`config.mk`:
```
export PLATFORM = sky130hd
export DESIGN_NAME = srh_supervisor
export DESIGN_NICKNAME = d
export VERILOG_FILES = /design/src/design/srh_pkg.sv /design/src/design/srh_supervisor.sv
export SDC_FILE = /design/constraint.sdc
export NUM_CORES = 1
export LEC_CHECK = 0
export ABC_AREA = 1
export BUFFER_PORTS_ARGS = -buffer_cell sky130_fd_sc_hd__buf_4
export CORE_MARGIN = 10
export CORE_UTILIZATION = 50
export CTS_BUF_LIST = sky130_fd_sc_hd__clkbuf_4 sky130_fd_sc_hd__clkbuf_8
export CTS_CLUSTER_DIAMETER = 40
export CTS_CLUSTER_SIZE = 8
export DETAILED_ROUTE_END_ITERATION = 8
export MAX_ROUTING_LAYER = met4
export PLACE_DENSITY_LB_ADDON = 0.05
export SETUP_SLACK_MARGIN = 0.4
export SLEW_MARGIN = 20
export SYNTH_ARGS = -nofsm -noshare
export SYNTH_HDL_FRONTEND = slang
export SYNTH_SLANG_ARGS = --single-unit
```
`constraint.sdc`:
```
create_clock -name clk_i -period 4.3 [get_ports clk_i]
set_input_delay 0.215 -clock clk_i [delete_from_list [all_inputs] [get_ports clk_i]]
set_output_delay 0.215 -clock clk_i [all_outputs]
set_load 0.05 [all_outputs]
```
`src/design/srh_pkg.sv`:
```
package srh_pkg;

  // ==========================================================================
  // Register bus
  localparam int        DW          = 16;
  localparam int        AW          = 3;
  localparam logic [2:0] A_CTRL0    = 3'h0;
  localparam logic [2:0] A_CTRL1    = 3'h1;
  localparam logic [2:0] A_CTRL2    = 3'h2;
  localparam logic [2:0] A_IRQEN    = 3'h3;
  localparam logic [2:0] A_STAT1    = 3'h4;
  localparam logic [2:0] A_STAT4    = 3'h5;

  // ==========================================================================
  // Control register 0 fields
  localparam int RUN_CUR_LSB   = 0;
  localparam int HOLD_CUR_LSB  = 4;
  localparam int RH_POL_BIT    = 8;
  localparam int DIR_POL_BIT   = 9;
  localparam int MODE_LSB      = 10;
  localparam int SOFT_STEP_BIT = 13;
  localparam int MOTOR_ENABLE_BIT_BIT     = 14;
  localparam int BOOST_BIT     = 15;

  // Control register 1 and 2 fields
  localparam int UV1_IDX_LSB   = 0;
  localparam int UV2_IDX_LSB   = 4;
  localparam int STTO_LSB      = 8;
  localparam int STTHR_LSB     = 0;
  localparam int ENH_BIT       = 4;
  localparam int GAIN_BIT      = 5;
  localparam int SPTHR_LSB     = 8;

  // Interrupt enable bits
  localparam int IE_UV1  = 0;
  localparam int IE_UV2  = 1;
  localparam int IE_UV2M = 2;
  localparam int IE_UV3  = 3;
  localparam int IE_UV3M = 4;
  localparam int IE_EMF  = 5;

  // ==========================================================================
  // Reset values and step geometry
  localparam logic [15:0] CTRL0_RST   = 16'h0000;
  localparam logic [15:0] CTRL1_RST   = 16'h0000;
  localparam logic [15:0] CTRL2_RST   = 16'h0000;
  localparam logic [5:0]  IRQEN_RST   = 6'h00;
  localparam logic [6:0]  POS_RST     = 7'h00;
  localparam logic [2:0]  MODE_FS1A   = 3'h5;
  localparam logic [2:0]  MODE_FS1B   = 3'h6;
  localparam logic [6:0]  FULL_STEP   = 7'h20;
  localparam logic [6:0]  BACK_135    = 7'h30;
  localparam logic [6:0]  LOSS_MAX    = 7'h7f;
  localparam logic [1:0]  STALL_HITS  = 2'h2;
  localparam int          STTO_UNIT   = 4;

  // ==========================================================================
  // Back-EMF sample from the analogue front end
  typedef struct packed {
    logic       valid;
    logic       discard;
    logic       sign_bad;
    logic       coil;
    logic [4:0] code;
  } srh_emf_t;

endpackage : srh_pkg

```
`src/design/srh_supervisor.sv`:
```
`timescale 1ns/1ns
// What this block does
// - Run mode is run/hold pin XOR polarity bit while sleep is low; otherwise hold.
// - Run mode steps the translator and uses the run current field.
// - Hold mode ignores steps and direction, keeps position, uses hold current.
// - Direction, step mode and soft step in one write: step uses new settings.
// - Boost only raises boost_active_o, coil_amp_o unscaled; auto-off above thermal warning; status readable.
// - Hold current zero disables detection and reports zero duty.
// - New run or hold current applies at the next PWM period.
// - Motor disabled still steps logic; sleep blocks it; pin readable.
// - Three undervoltage levels, two indexed, each with flag and enable.
// - All enabled sources merge onto one error output.
// - Level one only pulls error low if enabled; no bridge action.
// - Level two/three motion enable: steps blocked, error low, steps counted.
// - Level three clears motor enable; re-enable only when its flag is zero.
// - Step loss counter saturates at 127; ignores direction and mode changes.
// - Sample EMF in zero crossing, drop discarded samples, flag result ready.
// - Normal mode keeps last sample at phase end; enhanced updates continuously.
// - Timeout in four-period units forces evaluation; zero disables it.
// - Two low results in run: stall flag, 135 degree backstep, error low.
// - Status one read clears stall; steps resume after a direction toggle.
// - Hold at single-coil full step: EMF at or above threshold flags stall.
// - Measurement and detection only while speed is at or below threshold.
// - Sign flag, last code and sampled coil are readable.
module srh_supervisor (
  input  wire logic               clk_i,
  input  wire logic               rst_i,
  input  wire logic [2:0]         addr_i,
  input  wire logic [15:0]        wdata_i,
  input  wire logic               we_i,
  input  wire logic               re_i,
  output logic      [15:0]        rdata_o,
  input  wire logic               run_hold_pin_i,
  input  wire logic               step_pulse_pin_i,
  input  wire logic               dir_pin_i,
  input  wire logic [2:0]         uv_level_i,
  input  wire logic               thermal_warn_i,
  input  wire logic               sleep_i,
  input  wire logic               pwm_period_i,
  input  wire logic               zc_active_i,
  input  wire srh_pkg::srh_emf_t  emf_i,
  input  wire logic [7:0]         measured_speed_i,
  input  wire logic               error_out_n_i,
  output logic                    error_out_n_o,
  output logic                    error_out_n_oe_o,
  output logic [6:0]              position_o,
  output logic [3:0]              coil_amp_o,
  output logic                    boost_active_o,
  output logic                    bridge_en_o,
  output logic                    duty_zero_o,
  output logic [3:0]              uv1_index_o,
  output logic [3:0]              uv2_index_o,
  output logic                    emf_gain_select_o
);

  // ==========================================================================
  // Pin synchronisers
  localparam int NSYNC = 7;
  logic [NSYNC-1:0] async_in;
  logic [NSYNC-1:0] meta_reg;
  logic [NSYNC-1:0] sync_reg;

  assign async_in = {thermal_warn_i, uv_level_i, dir_pin_i, step_pulse_pin_i, run_hold_pin_i};

  genvar gi;
  generate
    for (gi = 0; gi < NSYNC; gi++) begin : g_sync
      always_ff @(posedge clk_i or posedge rst_i) begin
        if (rst_i) begin
          meta_reg[gi] <= 1'b0;
          sync_reg[gi] <= 1'b0;
        end else begin
          meta_reg[gi] <= async_in[gi];
          sync_reg[gi] <= meta_reg[gi];
        end
      end
    end
  endgenerate

  logic       rh_pin;
  logic       step_pin;
  logic       dir_pin;
  logic [2:0] uv_live;
  logic       tw_live;

  assign rh_pin   = sync_reg[0];
  assign step_pin = sync_reg[1];
  assign dir_pin  = sync_reg[2];
  assign uv_live  = sync_reg[5:3];
  assign tw_live  = sync_reg[6];

  // Error wire idles high, so its read-back flops reset high
  logic err_meta_reg;
  logic err_wire_reg;

  always_ff @(posedge clk_i or posedge rst_i) begin
    if (rst_i) begin
      err_meta_reg <= 1'b1;
      err_wire_reg <= 1'b1;
    end else begin
      err_meta_reg <= error_out_n_i;
      err_wire_reg <= err_meta_reg;
    end
  end

  // ==========================================================================
  // Register file
  logic [15:0] ctrl0_reg;
  logic [15:0] ctrl1_reg;
  logic [15:0] ctrl2_reg;
  logic [5:0]  irqen_reg;
  logic        soft_step_reg;
  logic        motor_en_reg;
  logic [2:0]  uv_flag_reg;
  logic        stall_reg;
  logic        lose_reg;
  logic        ready_reg;
  logic [6:0]  loss_cnt_reg;
  logic [4:0]  emf_code_reg;
  logic        emf_sign_reg;
  logic        emf_coil_reg;
  logic        boost_reg;

  logic wr_ctrl0;
  logic rd_stat1;
  logic rd_stat4;

  assign wr_ctrl0 = we_i && (addr_i == srh_pkg::A_CTRL0);
  assign rd_stat1 = re_i && (addr_i == srh_pkg::A_STAT1);
  assign rd_stat4 = re_i && (addr_i == srh_pkg::A_STAT4);

  logic [3:0] run_cur;
  logic [3:0] hold_cur;
  logic       rh_pol;
  logic       dir_pol;
  logic [2:0] step_mode;
  logic [7:0] stall_timeout;
  logic [3:0] stall_threshold;
  logic       enhanced_emf_mode;
  logic [7:0] speed_threshold;

  assign run_cur           = ctrl0_reg[srh_pkg::RUN_CUR_LSB +: 4];
  assign hold_cur          = ctrl0_reg[srh_pkg::HOLD_CUR_LSB +: 4];
  assign rh_pol            = ctrl0_reg[srh_pkg::RH_POL_BIT];
  assign dir_pol           = ctrl0_reg[srh_pkg::DIR_POL_BIT];
  assign step_mode         = ctrl0_reg[srh_pkg::MODE_LSB +: 3];
  assign stall_timeout     = ctrl1_reg[srh_pkg::STTO_LSB +: 8];
  assign stall_threshold   = ctrl2_reg[srh_pkg::STTHR_LSB +: 4];
  assign enhanced_emf_mode = ctrl2_reg[srh_pkg::ENH_BIT];
  assign speed_threshold   = ctrl2_reg[srh_pkg::SPTHR_LSB +: 8];

  // Soft step and motor enable live in their own flops
  always_ff @(posedge clk_i or posedge rst_i) begin
    if (rst_i) begin
      ctrl0_reg <= srh_pkg::CTRL0_RST;
      ctrl1_reg <= srh_pkg::CTRL1_RST;
      ctrl2_reg <= srh_pkg::CTRL2_RST;
      irqen_reg <= srh_pkg::IRQEN_RST;
    end else if (we_i) begin
      unique case (addr_i)
        srh_pkg::A_CTRL0: ctrl0_reg <= wdata_i;
        srh_pkg::A_CTRL1: ctrl1_reg <= wdata_i;
        srh_pkg::A_CTRL2: ctrl2_reg <= wdata_i;
        srh_pkg::A_IRQEN: irqen_reg <= wdata_i[5:0];
        default: ;
      endcase
    end
  end

  // Written settings land this edge, so the queued step uses them
  always_ff @(posedge clk_i or posedge rst_i) begin
    if (rst_i) begin
      soft_step_reg <= 1'b0;
    end else begin
      soft_step_reg <= wr_ctrl0 && wdata_i[srh_pkg::SOFT_STEP_BIT];
    end
  end

  always_ff @(posedge clk_i or posedge rst_i) begin
    if (rst_i) begin
      motor_en_reg <= 1'b0;
    end else if (uv_live[2]) begin
      motor_en_reg <= 1'b0;
    end else if (wr_ctrl0) begin
      motor_en_reg <= wdata_i[srh_pkg::MOTOR_ENABLE_BIT_BIT] && !uv_flag_reg[2];
    end
  end

  // ==========================================================================
  // Mode, direction and step triggers
  logic run_mode;
  logic direction;
  logic step_pin_d_reg;
  logic dir_d_reg;
  logic trig;
  logic uv_block;
  logic step_ok;
  logic step_lost;

  assign run_mode  = (rh_pin ^ rh_pol) && !sleep_i;
  assign direction = dir_pin ^ dir_pol;
  assign trig      = (step_pin && !step_pin_d_reg) || soft_step_reg;
  assign uv_block  = (uv_live[1] && irqen_reg[srh_pkg::IE_UV2M])
                   || (uv_live[2] && irqen_reg[srh_pkg::IE_UV3M]);

  logic dir_wait_reg;
  assign step_ok   = trig && run_mode && !uv_block && !stall_reg && !dir_wait_reg;
  assign step_lost = trig && run_mode && uv_block;

  always_ff @(posedge clk_i or posedge rst_i) begin
    if (rst_i) begin
      step_pin_d_reg <= 1'b0;
      dir_d_reg      <= 1'b0;
    end else begin
      step_pin_d_reg <= step_pin;
      dir_d_reg      <= direction;
    end
  end

  logic [6:0] step_size;
  assign step_size = (step_mode >= srh_pkg::MODE_FS1A) ? srh_pkg::FULL_STEP
                   : 7'(7'h01 << step_mode);

  // ==========================================================================
  // Back-EMF capture and stall detection
  logic       zc_d_reg;
  logic [9:0] to_cnt_reg;
  logic       to_done_reg;
  logic       measure_ok;
  logic       det_en;
  logic       smp;
  logic       zc_end;
  logic       to_fire;
  logic       eval;
  logic [4:0] last_code_reg;
  logic       last_sign_reg;
  logic       last_coil_reg;
  logic [1:0] low_cnt_reg;
  logic       below;
  logic       stall_run_evt;
  logic       stall_hold_evt;
  logic [9:0] to_limit;

  localparam int STTO_UNIT = srh_pkg::STTO_UNIT; // PWM periods per timeout unit

  assign measure_ok = (measured_speed_i <= speed_threshold) && !sleep_i;
  assign det_en     = (stall_threshold != 4'h0) && !(!run_mode && hold_cur == 4'h0);
  assign smp        = emf_i.valid && !emf_i.discard && zc_active_i && measure_ok;
  assign zc_end     = zc_d_reg && !zc_active_i;
  assign to_limit   = 10'(stall_timeout * STTO_UNIT);
  assign to_fire    = (stall_timeout != 8'h00) && zc_active_i && pwm_period_i
                   && !to_done_reg && (to_cnt_reg + 10'h001 == to_limit);
  assign eval       = measure_ok && ((zc_end && !to_done_reg) || to_fire);
  assign below      = last_code_reg[4:1] < stall_threshold;
  assign stall_run_evt  = eval && run_mode && det_en && below
                       && (low_cnt_reg == srh_pkg::STALL_HITS - 2'h1) && !stall_reg;
  assign stall_hold_evt = eval && !run_mode && det_en && !sleep_i
                       && ((step_mode == srh_pkg::MODE_FS1A) || (step_mode == srh_pkg::MODE_FS1B))
                       && (position_o[4:0] == 5'h00) && !below;

  // Timeout counts PWM periods inside one zero-crossing phase
  always_ff @(posedge clk_i or posedge rst_i) begin
    if (rst_i) begin
      zc_d_reg    <= 1'b0;
      to_cnt_reg  <= 10'h000;
      to_done_reg <= 1'b0;
    end else begin
      zc_d_reg <= zc_active_i;
      if (!zc_active_i) begin
        to_cnt_reg  <= 10'h000;
        to_done_reg <= 1'b0;
      end else if (pwm_period_i) begin
        to_cnt_reg  <= to_cnt_reg + 10'h001;
        to_done_reg <= to_done_reg || to_fire;
      end
    end
  end

  always_ff @(posedge clk_i or posedge rst_i) begin
    if (rst_i) begin
      last_code_reg <= 5'h00;
      last_sign_reg <= 1'b0;
      last_coil_reg <= 1'b0;
    end else if (smp) begin
      last_code_reg <= emf_i.code;
      last_sign_reg <= emf_i.sign_bad;
      last_coil_reg <= emf_i.coil;
    end
  end

  // Enhanced mode exposes every kept sample; normal mode only the final one
  always_ff @(posedge clk_i or posedge rst_i) begin
    if (rst_i) begin
      emf_code_reg <= 5'h00;
      emf_sign_reg <= 1'b0;
      emf_coil_reg <= 1'b0;
    end else if (enhanced_emf_mode && smp) begin
      emf_code_reg <= emf_i.code;
      emf_sign_reg <= emf_i.sign_bad;
      emf_coil_reg <= emf_i.coil;
    end else if (!enhanced_emf_mode && eval) begin
      emf_code_reg <= last_code_reg;
      emf_sign_reg <= last_sign_reg;
      emf_coil_reg <= last_coil_reg;
    end
  end

  always_ff @(posedge clk_i or posedge rst_i) begin
    if (rst_i) begin
      ready_reg <= 1'b0;
    end else begin
      ready_reg <= eval || (enhanced_emf_mode && smp) || (ready_reg && !rd_stat4);
    end
  end

  always_ff @(posedge clk_i or posedge rst_i) begin
    if (rst_i) begin
      low_cnt_reg <= 2'h0;
    end else if (eval && run_mode && det_en) begin
      low_cnt_reg <= (below && !stall_run_evt) ? low_cnt_reg + 2'h1 : 2'h0;
    end
  end

  // Set beats the clearing read
  always_ff @(posedge clk_i or posedge rst_i) begin
    if (rst_i) begin
      stall_reg <= 1'b0;
    end else begin
      stall_reg <= stall_run_evt || stall_hold_evt || (stall_reg && !rd_stat1);
    end
  end

  always_ff @(posedge clk_i or posedge rst_i) begin
    if (rst_i) begin
      dir_wait_reg <= 1'b0;
    end else if (stall_run_evt || stall_hold_evt) begin
      dir_wait_reg <= 1'b1;
    end else if (!stall_reg && direction != dir_d_reg) begin
      dir_wait_reg <= 1'b0;
    end
  end

  // ==========================================================================
  // Translator position
  logic [6:0] pos_reg;

  always_ff @(posedge clk_i or posedge rst_i) begin
    if (rst_i) begin
      pos_reg <= srh_pkg::POS_RST;
    end else if (stall_run_evt) begin
      pos_reg <= direction ? pos_reg - srh_pkg::BACK_135 : pos_reg + srh_pkg::BACK_135;
    end else if (step_ok) begin
      pos_reg <= direction ? pos_reg + step_size : pos_reg - step_size;
    end
  end

  assign position_o = pos_reg;

  // ==========================================================================
  // Undervoltage flags and step loss
  always_ff @(posedge clk_i or posedge rst_i) begin
    if (rst_i) begin
      uv_flag_reg <= 3'h0;
    end else begin
      uv_flag_reg <= uv_live | (uv_flag_reg & {3{!rd_stat1}});
    end
  end

  always_ff @(posedge clk_i or posedge rst_i) begin
    if (rst_i) begin
      lose_reg <= 1'b0;
    end else begin
      lose_reg <= step_lost || (lose_reg && !rd_stat1);
    end
  end

  // Only step triggers count; direction and mode edits never reach here
  always_ff @(posedge clk_i or posedge rst_i) begin
    if (rst_i) begin
      loss_cnt_reg <= 7'h00;
    end else if (step_lost && loss_cnt_reg != srh_pkg::LOSS_MAX) begin
      loss_cnt_reg <= loss_cnt_reg + 7'h01;
    end else if (rd_stat4 && !step_lost) begin
      loss_cnt_reg <= 7'h00;
    end
  end

  // ==========================================================================
  // Current amplitude, boost and bridges
  logic [3:0] amp_reg;
  logic       duty_zero_reg;
  logic       bridge_reg;

  always_ff @(posedge clk_i or posedge rst_i) begin
    if (rst_i) begin
      amp_reg <= 4'h0;
    end else if (pwm_period_i) begin
      amp_reg <= run_mode ? run_cur : hold_cur;
    end
  end

  always_ff @(posedge clk_i or posedge rst_i) begin
    if (rst_i) begin
      boost_reg     <= 1'b0;
      duty_zero_reg <= 1'b0;
      bridge_reg    <= 1'b0;
    end else begin
      boost_reg     <= ctrl0_reg[srh_pkg::BOOST_BIT] && !tw_live;
      duty_zero_reg <= !run_mode && hold_cur == 4'h0;
      bridge_reg    <= motor_en_reg && !sleep_i;
    end
  end

  assign coil_amp_o        = amp_reg;
  assign boost_active_o    = boost_reg;
  assign duty_zero_o       = duty_zero_reg;
  assign bridge_en_o       = bridge_reg;
  assign uv1_index_o       = ctrl1_reg[srh_pkg::UV1_IDX_LSB +: 4];
  assign uv2_index_o       = ctrl1_reg[srh_pkg::UV2_IDX_LSB +: 4];
  assign emf_gain_select_o = ctrl2_reg[srh_pkg::GAIN_BIT];

  // ==========================================================================
  // Error line, open drain
  logic err_any;
  logic err_oe_reg;

  assign err_any = (uv_flag_reg[0] && irqen_reg[srh_pkg::IE_UV1])
                || (uv_flag_reg[1] && irqen_reg[srh_pkg::IE_UV2])
                || (uv_flag_reg[2] && irqen_reg[srh_pkg::IE_UV3])
                || lose_reg || stall_reg
                || (ready_reg && irqen_reg[srh_pkg::IE_EMF]);

  always_ff @(posedge clk_i or posedge rst_i) begin
    if (rst_i) begin
      err_oe_reg <= 1'b0;
    end else begin
      err_oe_reg <= err_any;
    end
  end

  assign error_out_n_o    = 1'b0;
  assign error_out_n_oe_o = err_oe_reg;

  // ==========================================================================
  // Read port
  always_ff @(posedge clk_i or posedge rst_i) begin
    if (rst_i) begin
      rdata_o <= 16'h0000;
    end else if (re_i) begin
      unique case (addr_i)
        srh_pkg::A_CTRL0: rdata_o <= {ctrl0_reg[15], motor_en_reg, soft_step_reg, ctrl0_reg[12:0]};
        srh_pkg::A_CTRL1: rdata_o <= ctrl1_reg;
        srh_pkg::A_CTRL2: rdata_o <= ctrl2_reg;
        srh_pkg::A_IRQEN: rdata_o <= {10'h000, irqen_reg};
        srh_pkg::A_STAT1: rdata_o <= {7'h00, !err_wire_reg, lose_reg, uv_flag_reg,
                                      run_mode, boost_reg, rh_pin, stall_reg};
        srh_pkg::A_STAT4: rdata_o <= {1'b0, loss_cnt_reg, ready_reg, emf_coil_reg,
                                      emf_sign_reg, emf_code_reg};
        default:          rdata_o <= 16'h0000;
      endcase
    end
  end
endmodule : srh_supervisor

```
==> out/metrics.cfg, run 1 <==
[worst_setup_path]
rr_worst_depth=13
crit_chain=inv_1 -> ha_1 -> nand2_1 -> nor2_1 -> nand3_1 -> o21ai_0 -> nand2_1 -> inv_1 -> nand3_1 -> nor2_1 -> a21oi_1 -> nand2_1 -> nand2_1
arrival_ps=3090
critical_path_buf_inv_count=2
crit_fanout=22
crit_top_cell=nand2_1
critPathRequiredTime_ps=4660
cp_top_family=simple AND/OR/NAND/NOR gates
slowest_stage=nand3_1
crit_path_end_kind=flop
path_class=reg2reg
cp.depth=13
ff2ff_setup_slack_ps=1570
slowest_delay_ps=580
start_kind=flop

[global_route]
grt_pass1_wl_um=32700
antenna_found_initial=0
first_global_vias=6105
grt_max_degree=146
overflow=0
grtUsageTotal=0.215

[synthesis]
syn_area_um2=7140
synth_edf_count=0
seq_area_frac_synth=0.509
ys.flop_type=dfrtp_1
synth.distinct_cells=49
synth_fp_nets=919
synthArstFlopShare=1.00
ys.warnings.count=0
syn_area_per_cell_um2=8.45
syn_inst=845
ys_ff_latch=145

[placement]
dp.cells=1085
gp_congestion=0.907
io_buffers=90
dpl_cell_area_um2=7900
dp_worst_setup_slack_ps=1600
dp_hpwl_um=15100

[route]
route.detailed.drc=0
avgViaCountPerCell=5.42
routedWlPerCell_um=17.8
drtIter0Drc=472
ant_nets=0
wl_um=20100
vias=6123
first_pass_iters=6

[floorplan]
fp.coreArea_um2=13900
die_width_um=139
start_util=0.512
die_h_um=139
die-area_um2=19500
std_cell_rows=43
boundaryPins=92

[timing]
min_period_ps=2730
setup_tns_ps=0
final.period_utilization=0.635
whs_ps=-43.4
drv_slew=0
final.setup_skew_ps=14.6
fmax_ghz=0.366
hold_viol_final=20
setup_viol=0
worstMarginPinSlew_ps=1060
grt_setup_unrepaired=false
setup_slack_ps=1570
slew_headroom=0.294

[cells_and_area]
diodes=0
area_delta_synth_final_pct=18.0
finalInstanceArea_um2=8430
drive_above_1_share=0.163
final_core_util=0.605
nets=1010
most-common-layout-cells=nand2_1 (209), dfrtp_1 (143), inv_1 (112), buf_4 (90), o21ai_0 (86)
finalNonFillerCells=1129
final_common_cell=nand2_1

[clock_tree]
clk_path_buf_depth=2
cts_tree=yes
clkTransAtPathRegs_ps=90
post_cts_buffers=0
root_buffer=clkbuf_8
cts_resized=0
cts_made_buffers=17
worstSkewPairLatency_ps=470
htree_levels=4
cts_hold_buf=12
cts_sinks=145

[power_and_ir_drop]
power_density_nw_per_um2=501
power_leakage_nw=4.26
ir_drop_mv=0.301
power_mw=4.22

[outcome]
violations=hold timing
outcome=complete, but fails checks

[run]
max-cap-violations=0

[min_path]
hp-class=in2async

power breakdown:
part	internal, mW	switching [mW]
clock network	0.554	0.543
logic	0.447	0.831
registers	1.61	0.236
worst paths after layout:
path,start,to
hold / removal,rst_i,coil_amp_o[2]$_DFFE_PP0P_
min in group clk_i,emf_i[4],last_code_reg[4]$_DFFE_PP0P_
max in group asynchronous,rst_i,position_o[2]$_DFFE_PP0P_
setup / recovery,ctrl2_reg[15]$_DFFE_PP0P_,emf_code_reg[0]$_DFFE_PP0P_
setup reg to reg,ctrl2_reg[15]$_DFFE_PP0P_,emf_code_reg[0]$_DFFE_PP0P_
hold reg to reg,meta_reg[5]$_DFF_PP0_,sync_reg[5]$_DFF_PP0_
cells by family after synthesis:
| logic type | count (synthesis) | synth area share |
|---|---|---|
| buffers and inverters | 149 | 0.0845 |
| DFF | 145 | 0.509 |
| and+or+nand+nor | 342 | 0.204 |
| xor gates and xnor gates | 14 | 0.0172 |
| AOI/OAI and AO/OA | 171 | 0.143 |
| adders and majority gates | 23 | 0.0424 |
| other | 1 | 0.000525 |
metal layers:
layer | vias to the layer above | share of wire | GRT usage | routed length, µm
met5 | - | 0 | - | 0
met3 | 32 | 0.043 | 0.0432 | 856
met1 | 2976 | 0.42 | 0.262 | 8520
met2 | 171 | 0.51 | 0.349 | 10300
met4 | 0 | 0.023 | 0.0774 | 467
li1 | 2944 | - | - | -
cell type report:
cell class	count	area, µm²
fillers	1285	5510
flip-flops and latches	145	3630
multi-input cells	551	2910
repair buffers	103	816
inverters	118	447
clock buffers	21	270
well taps	180	225
clock inverters	11	131
worst reg2reg max path, stage by stage (launching register included):
cell and delay (ps):
dfrtp_1 380, inv_1 60, ha_1 300, nand2_1 70
nor2_1 140, nand3_1 80, o21ai_0 160, nand2_1 170
inv_1 180, nand3_1 580, nor2_1 320, a21oi_1 60
nand2_1 90, nand2_1 50
cells in the mapped netlist (all sizes together) (9+ instances only):
| cell type | count | area [µm²] |
|---|---|---|
| nand2 | 215 | 832 |
| dfrtp | 143 | 3580 |
| inv | 117 | 439 |
| o21ai | 91 | 470 |
| nor2 | 63 | 249 |
| nand3 | 41 | 215 |
| a21oi | 24 | 131 |
| ha | 21 | 263 |
| clkbuf | 18 | 67.6 |
| o22ai | 18 | 113 |
| buf | 13 | 92.6 |
| xor2 | 11 | 96.3 |
| a221oi | 9 | 78.8 |
No activity file was read; power rests on OpenSTA's default activity.
==> run 2, diff against run 1 <==
Settings changed: ABC_AREA 1 to 0.
Clock period 4.3 ns to 2.35 ns, I/O delays scaled along.
==> run 2 against run 1 <==
The flow finishes with violations (setup timing). Flip-flop and latch count unchanged. Register-to-register slack worse by 1700 ps. Critical path depth down 1. Clock power up 70%. Global-route usage down 0.070 points. Count of clock-buffer cells in the layout down 1. Largest cell class is now multi-input gates. Largest power group unchanged.
==> out/metrics.cfg, run 2 <==
[outcome]
outcome=complete, but fails checks
violations=setup timing

[worst_setup_path]
ff2ff_setup_slack_ps=-110  ; -1680 ps
arrival_ps=2840  ; -250 ps
path_class=reg2reg
critPathRequiredTime_ps=2730  ; -1930 ps
start_kind=flop
crit_path_end_kind=flop
crit_fanout=4  ; -82%

[route]
wl_um=21100  ; +4.7%
first_pass_iters=8  ; +2
vias=5833  ; -4.7%
avgViaCountPerCell=5.69  ; +4.9%
ant_nets=0  ; unchanged
drtIter0Drc=420  ; -11%
route.detailed.drc=0  ; unchanged
routedWlPerCell_um=20.5  ; +15%

[cells_and_area]
drive_above_1_share=0.379  ; +0.216
final_core_util=0.666  ; +0.0617
nets=902  ; -11%
area_delta_synth_final_pct=31.6
most-common-layout-cells=buf_4 (144), dfrtp_1 (139), mux2_2 (47), nand2_1 (42), nor2_1 (40)
final_common_cell=buf_4
diodes=0  ; unchanged

[timing]
fmax_ghz=0.406  ; +11%
grt_setup_unrepaired=true
min_period_ps=2460  ; -271 ps
final.setup_skew_ps=15.8  ; +1.16 ps
final.period_utilization=1.05  ; +0.412
hold_viol_final=0  ; -100%
setup_viol=21  ; +21
worstMarginPinSlew_ps=644  ; -412 ps
setup_slack_ps=-111  ; -1680 ps
drv_slew=0  ; unchanged
slew_headroom=0.571  ; +0.276

[synthesis]
yosysTopAreaCellShare=0.490  ; -0.0112
synth_xor_area_frac=0.0360  ; +0.0188
synthArstFlopShare=1.00  ; unchanged
synth.distinct_cells=69  ; +41%
yosys.area_share.simple=0.129  ; -0.0750
synthTopCellsByArea=dfrtp_1 (49%), mux2_2 (8.9%), ha_1 (3.6%)
synth_edf_count=0  ; unchanged
synth_fp_nets=740  ; -19%
synth.most_common_cell=dfrtp_1
synth_compound_area_frac=0.124  ; -0.0186
syn_area_um2=7300  ; +2.3%
ys_ff_latch=145  ; unchanged
synth_common_cells=dfrtp_1 (143), mux2_2 (58), nor2_1 (48), nand2_1 (45), o21ai_0 (36)
ys.warnings.count=0  ; unchanged
ys.flop_type=dfrtp_1
synthMuxAreaShare=0.132  ; +0.132
syn_area_per_cell_um2=11.0  ; +30%
synth_top_family_by_area=multiplexers
seq_area_frac_synth=0.497  ; -0.0114
synth_largest_area_cell=dfrtp_1
yosys.area_share.adder=0.0415  ; -0.000952
syn_inst=666  ; -21%

[global_route]
grtUsageTotal=0.215  ; -0.000699
grt_max_degree=111  ; -24%
overflow=0  ; unchanged
first_global_vias=6105  ; unchanged
grt_pass1_wl_um=32900  ; +0.76%
antenna_found_initial=0  ; unchanged

[clock_tree]
clk_path_buf_depth=2  ; unchanged
htree_levels=4  ; unchanged
cts_tree=yes
root_buffer=clkbuf_8
clkTransAtPathRegs_ps=80  ; about the same
worstSkewPairLatency_ps=470  ; about the same
cts_sinks=145  ; unchanged
cts_made_buffers=17  ; unchanged

[placement]
dp_hpwl_um=14800  ; -2.3%
io_buffers=90  ; unchanged
gp_congestion=0.953  ; +5.1%

[run]
max-cap-violations=0  ; unchanged

[floorplan]
fp.coreArea_um2=14400  ; +3.5%
std_cell_rows=44  ; +2.3%
die-area_um2=19800  ; +2.0%
boundaryPins=92  ; unchanged
die_width_um=141  ; +0.97%
die_h_um=141  ; +0.97%
start_util=0.506  ; -0.00601

[power_and_ir_drop]
intPower_mw=5.38  ; +110%
ir_drop_mv=0.543  ; +80%
power_leakage_nw=4.23  ; -0.60%
power_mw=8.66  ; +110%
power_density_nw_per_um2=901  ; +80%
p_sw_frac=0.379  ; -0.00170
power.switching_mw=3.29  ; +100%
p_seq_frac=0.406  ; -0.032
p_comb_frac=0.378  ; +0.076
power.share.clock=0.216  ; -0.044

[min_path]
hp-class=in2reg

run 2: power groups by stage:
stage	sequential, mW	clock, mW	combinational, mW
floorplan	3.78	0	1.66
global placement	3.51	0	2.81
detailed placement	3.53	0	2.90
CTS	3.48	1.91	3.04
global route	3.58	2.01	3.53
finish	3.51	1.87	3.28
run 2: worst paths after layout:
check / startpoint / cells past startpoint / to
min in group asynchronous: rst_i / 4 / rdata_o[11]$_DFFE_PP0P_
max in group asynchronous: rst_i / 4 / dir_d_reg$_DFF_PP0_
setup reg to reg: ctrl0_reg[12]$_DFFE_PP0P_ / 12 / position_o[6]$_DFFE_PP0P_
setup / recovery: ctrl0_reg[12]$_DFFE_PP0P_ / 12 / position_o[6]$_DFFE_PP0P_
hold / removal: pwm_period_i / 3 / coil_amp_o[0]$_DFFE_PP0P_
hold reg to reg: meta_reg[1]$_DFF_PP0_ / 0 / step_pin$_DFF_PP0_
run 2: area by class of cell:
class,instances,area (µm²)
fill,1129,4810
multi-input combinational,454,3760
sequential,145,3640
timing repair buffer,184,1520
clock buffer,20,256
tap,184,230
clock inverter,12,111
inverter,26,103
run 2: per-layer routing:
metal  track usage  up-vias  wire (µm)
met3        0.0517       34       1050
li1              -     2694          -
met1         0.273     2912       9310
met4        0.0614        0        411
met2         0.334      193      10300
met5             -        -          0
run 2: logic make-up (layout without fill, tap and decap cells):
family / count (synthesis) / count (layout)
other: 1 / 1
AO/OA/AOI/OAI: 137 / 137
flip-flops: 145 / 145
AND/OR/NAND/NOR: 182 / 182
multiplexers: 81 / 81
XOR/XNOR: 30 / 30
adder cells (fa/ha/maj): 23 / 23
buffers and inverters: 67 / 242
run 2: what timing repair did:
action	in CTS	in global routing
hold endpoints to repair	235	0
pin swaps	14	19
hold buffers	36	0
cloned	0	1
setup endpoints to repair	29	32
setup buffers	6	6
gates resized for setup	27	42
run 2: worst max-delay path, stage by stage, from the launching register on:
cell and delay [ps]:
dfrtp_1 430, nor3_1 300, ha_1 230, inv_1 60, fa_2 400, nor2b_4 120
o21a_1 160, o21ai_1 70, nand2b_1 90, a21oi_2 70, xnor2_1 130, a32oi_2 180
xnor2_1 140
run 2: per-stage QoR:
stage,setup WS [ps],setup TNS (ps),cell area [µm²],cells,hold slack [ps]
floorplan,-119,-208,7430,666,122
global placement,-62.2,-537,8500,944,227
finish,-111,-1450,9610,1025,31.1
global route,-220,-2640,9610,1025,37.2
detailed placement,-132,-1280,8500,944,228
CTS,-45.1,-523,9340,1018,13.0
==> run 3, diff against run 2 <==
Settings changed: PLACE_DENSITY from default to 0.73, PLACE_DENSITY_LB_ADDON 0.05 to default.
==> run 3 against run 2 <==
The flow still finishes with violations (setup timing). Flip-flop and latch count unchanged. Combinational power up 2%. Critical path depth down 3. Global-route usage up 0.29 points. Die area unchanged. Via count up 4.0%. Final cell count up 0.20%. Setup slack worse by 7.0 ps. Power up 1.6%. Hold slack worse by 4.5 ps. Critical path type unchanged.
==> out/metrics.cfg, run 3 (same netlist as run 2, synthesis figures left out) <==
[clock_tree]
cts_tree=yes
root_buffer=clkbuf_8
htree_levels=4  ; unchanged
cts_sinks=145  ; unchanged
cts_made_buffers=17  ; unchanged
clkTransAtPathRegs_ps=80  ; about the same
worstSkewPairLatency_ps=460  ; about the same
clk_path_buf_depth=2  ; unchanged

[timing]
setup_viol=21  ; unchanged
grt_setup_unrepaired=true
worstMarginPinSlew_ps=702  ; +58.1 ps
fmax_ghz=0.405  ; -0.28%
whs_ps=26.6  ; -4.49 ps
drv_slew=0  ; unchanged
hold_viol_final=0  ; unchanged
slew_headroom=0.530  ; -0.0405
final.period_utilization=1.05  ; +0.00299
final.setup_skew_ps=11.9  ; -3.91 ps
min_period_ps=2470  ; +7.02 ps
setup_slack_ps=-118  ; -7.02 ps

[route]
ant_nets=0  ; unchanged
wl_um=21200  ; +0.77%
route.detailed.drc=0  ; unchanged
drtIter0Drc=649  ; +55%
avgViaCountPerCell=5.91  ; +3.8%
first_pass_iters=5  ; -3
vias=6066  ; +4.0%
routedWlPerCell_um=20.7  ; +0.58%

[cells_and_area]
drive_above_1_share=0.389  ; +0.00978
final_core_util=0.672  ; +0.00546
diodes=0  ; unchanged
finalNonFillerCells=1027  ; +0.20%
final_common_cell=buf_4
finalInstanceArea_um2=9690  ; +0.82%
area_delta_synth_final_pct=32.7
most-common-layout-cells=buf_4 (146), dfrtp_1 (138), mux2_2 (47), nand2_1 (43), nor2_1 (40)
nets=905  ; +0.33%
fill_cells=1031  ; -8.7%

[power_and_ir_drop]
ir_drop_mv=0.583  ; +7.5%
power.switching_mw=3.30  ; +0.30%
power_leakage_nw=4.28  ; +1.2%
p_comb_frac=0.378  ; about the same
p_sw_frac=0.374  ; -0.00495
p_seq_frac=0.399  ; -0.007
power.share.clock=0.223  ; +0.007
power_mw=8.80  ; +1.6%
power_density_nw_per_um2=908  ; +0.80%
intPower_mw=5.51  ; +2.4%

[global_route]
top_usage_layer=met2
use_met3=0.0380  ; -0.0138
antenna_found_initial=0  ; unchanged
grtUsageTotal=0.218  ; +0.00289
grt_pass1_wl_um=33400  ; +1.6%
grt_util_met1=0.277  ; +0.00369
grt_max_degree=46  ; -59%
first_global_vias=6167  ; +1.0%
grtUsageMet2=0.348  ; +0.0131
overflow=0  ; unchanged

[min_path]
min_from=pwm_period_i
hp-class=in2reg
hold_depth=2  ; -1
hold_end=coil_amp_o[3]$_DFFE_PP0P_

[worst_setup_path]
crit_path_end_kind=flop
r2r-end=emf_code_reg[3]$_DFFE_PP0P_
ff2ff_setup_slack_ps=-120  ; about the same
start_kind=flop
path_class=reg2reg
rr_worst_depth=9  ; -3
arrival_ps=2810  ; -30 ps
critPathRequiredTime_ps=2690  ; -40 ps
startpoint=to_cnt_reg[0]$_DFFE_PP0P_
r2r_start=to_cnt_reg[0]$_DFFE_PP0P_
crit_fanout=6  ; +2

[placement]
gp_congestion=0.988  ; +3.7%
dpl_cell_area_um2=8530  ; +0.41%
dp_hpwl_um=15000  ; +1.5%
io_buffers=90  ; unchanged
dp.cells=947  ; +0.32%

[floorplan]
start_util=0.506  ; unchanged
die-area_um2=19800  ; unchanged
die_width_um=141  ; unchanged
fp.coreArea_um2=14400  ; unchanged
boundaryPins=92  ; unchanged
die_h_um=141  ; unchanged
std_cell_rows=44  ; unchanged

[run]
max-cap-violations=0  ; unchanged

[outcome]
violations=setup timing
outcome=complete, but fails checks

[run 3: layer usage]
metal,up-vias,share of wire
li1,2694,-
met3,44,0.063
met5,-,0
met2,277,0.49
met4,0,0.024
met1,3051,0.43
[run 3: cell type report]
cell class,count,area (µm²),area share
inverters,26,103,0.0106
multi-input cells,454,3790,0.391
clock buffers,20,263,0.0271
well taps,184,230,0.0238
clock inverters,11,131,0.0136
flip-flops and latches,145,3640,0.375
repair buffers,187,1540,0.159
[run 3: critical path, stage by stage, from the launching register on]
cell     delay [ps]
dfrtp_2         470
ha_4            210
xor2_2          160
a211o_1         300
a22oi_2         130
and4_4          290
a31oi_4         190
nor2_4          260
mux2i_1         240
a21oi_1          90
[run 3: stage by stage]
step                worst slack (ps)  TNS (ps)
global placement               -19.8     -48.1
global route                    -276     -3250
CTS                            -69.2      -575
floorplan                       -119      -208
finish                          -118     -1090
detailed placement              -119     -1070
[run 3: power by group through the flow]
stage | combinational [mW] | clock, mW | sequential [mW]
final | 3.33 | 1.96 | 3.51
after global routing | 3.58 | 2.11 | 3.57
after CTS | 3.06 | 1.99 | 3.47
after detailed placement | 2.91 | 0 | 3.51
after global placement | 2.82 | 0 | 3.48
after floorplan | 1.66 | 0 | 3.78
[run 3: worst max path at each step]
stage | slack (ps) | cells past startpoint | to
floorplan | -120 | 13 | position_o[6]$_DFFE_PP0P_
global placement | -20 | 13 | position_o[6]$_DFFE_PP0P_
detailed placement | -120 | 9 | emf_code_reg[4]$_DFFE_PP0P_
CTS | -70 | 9 | low_cnt_reg[1]$_DFFE_PP0N_
global route | -280 | 12 | position_o[6]$_DFFE_PP0P_
finish | -120 | 9 | emf_code_reg[3]$_DFFE_PP0P_
[run 3: timing repair]
action                                  in CTS  in global routing
resized for setup                           25                 55
endpoints found under the setup margin      32                 32
hold endpoints to repair                   101                  0
hold buffers                                35                  0
pin swaps                                   13                 32
setup buffers                                2                 12
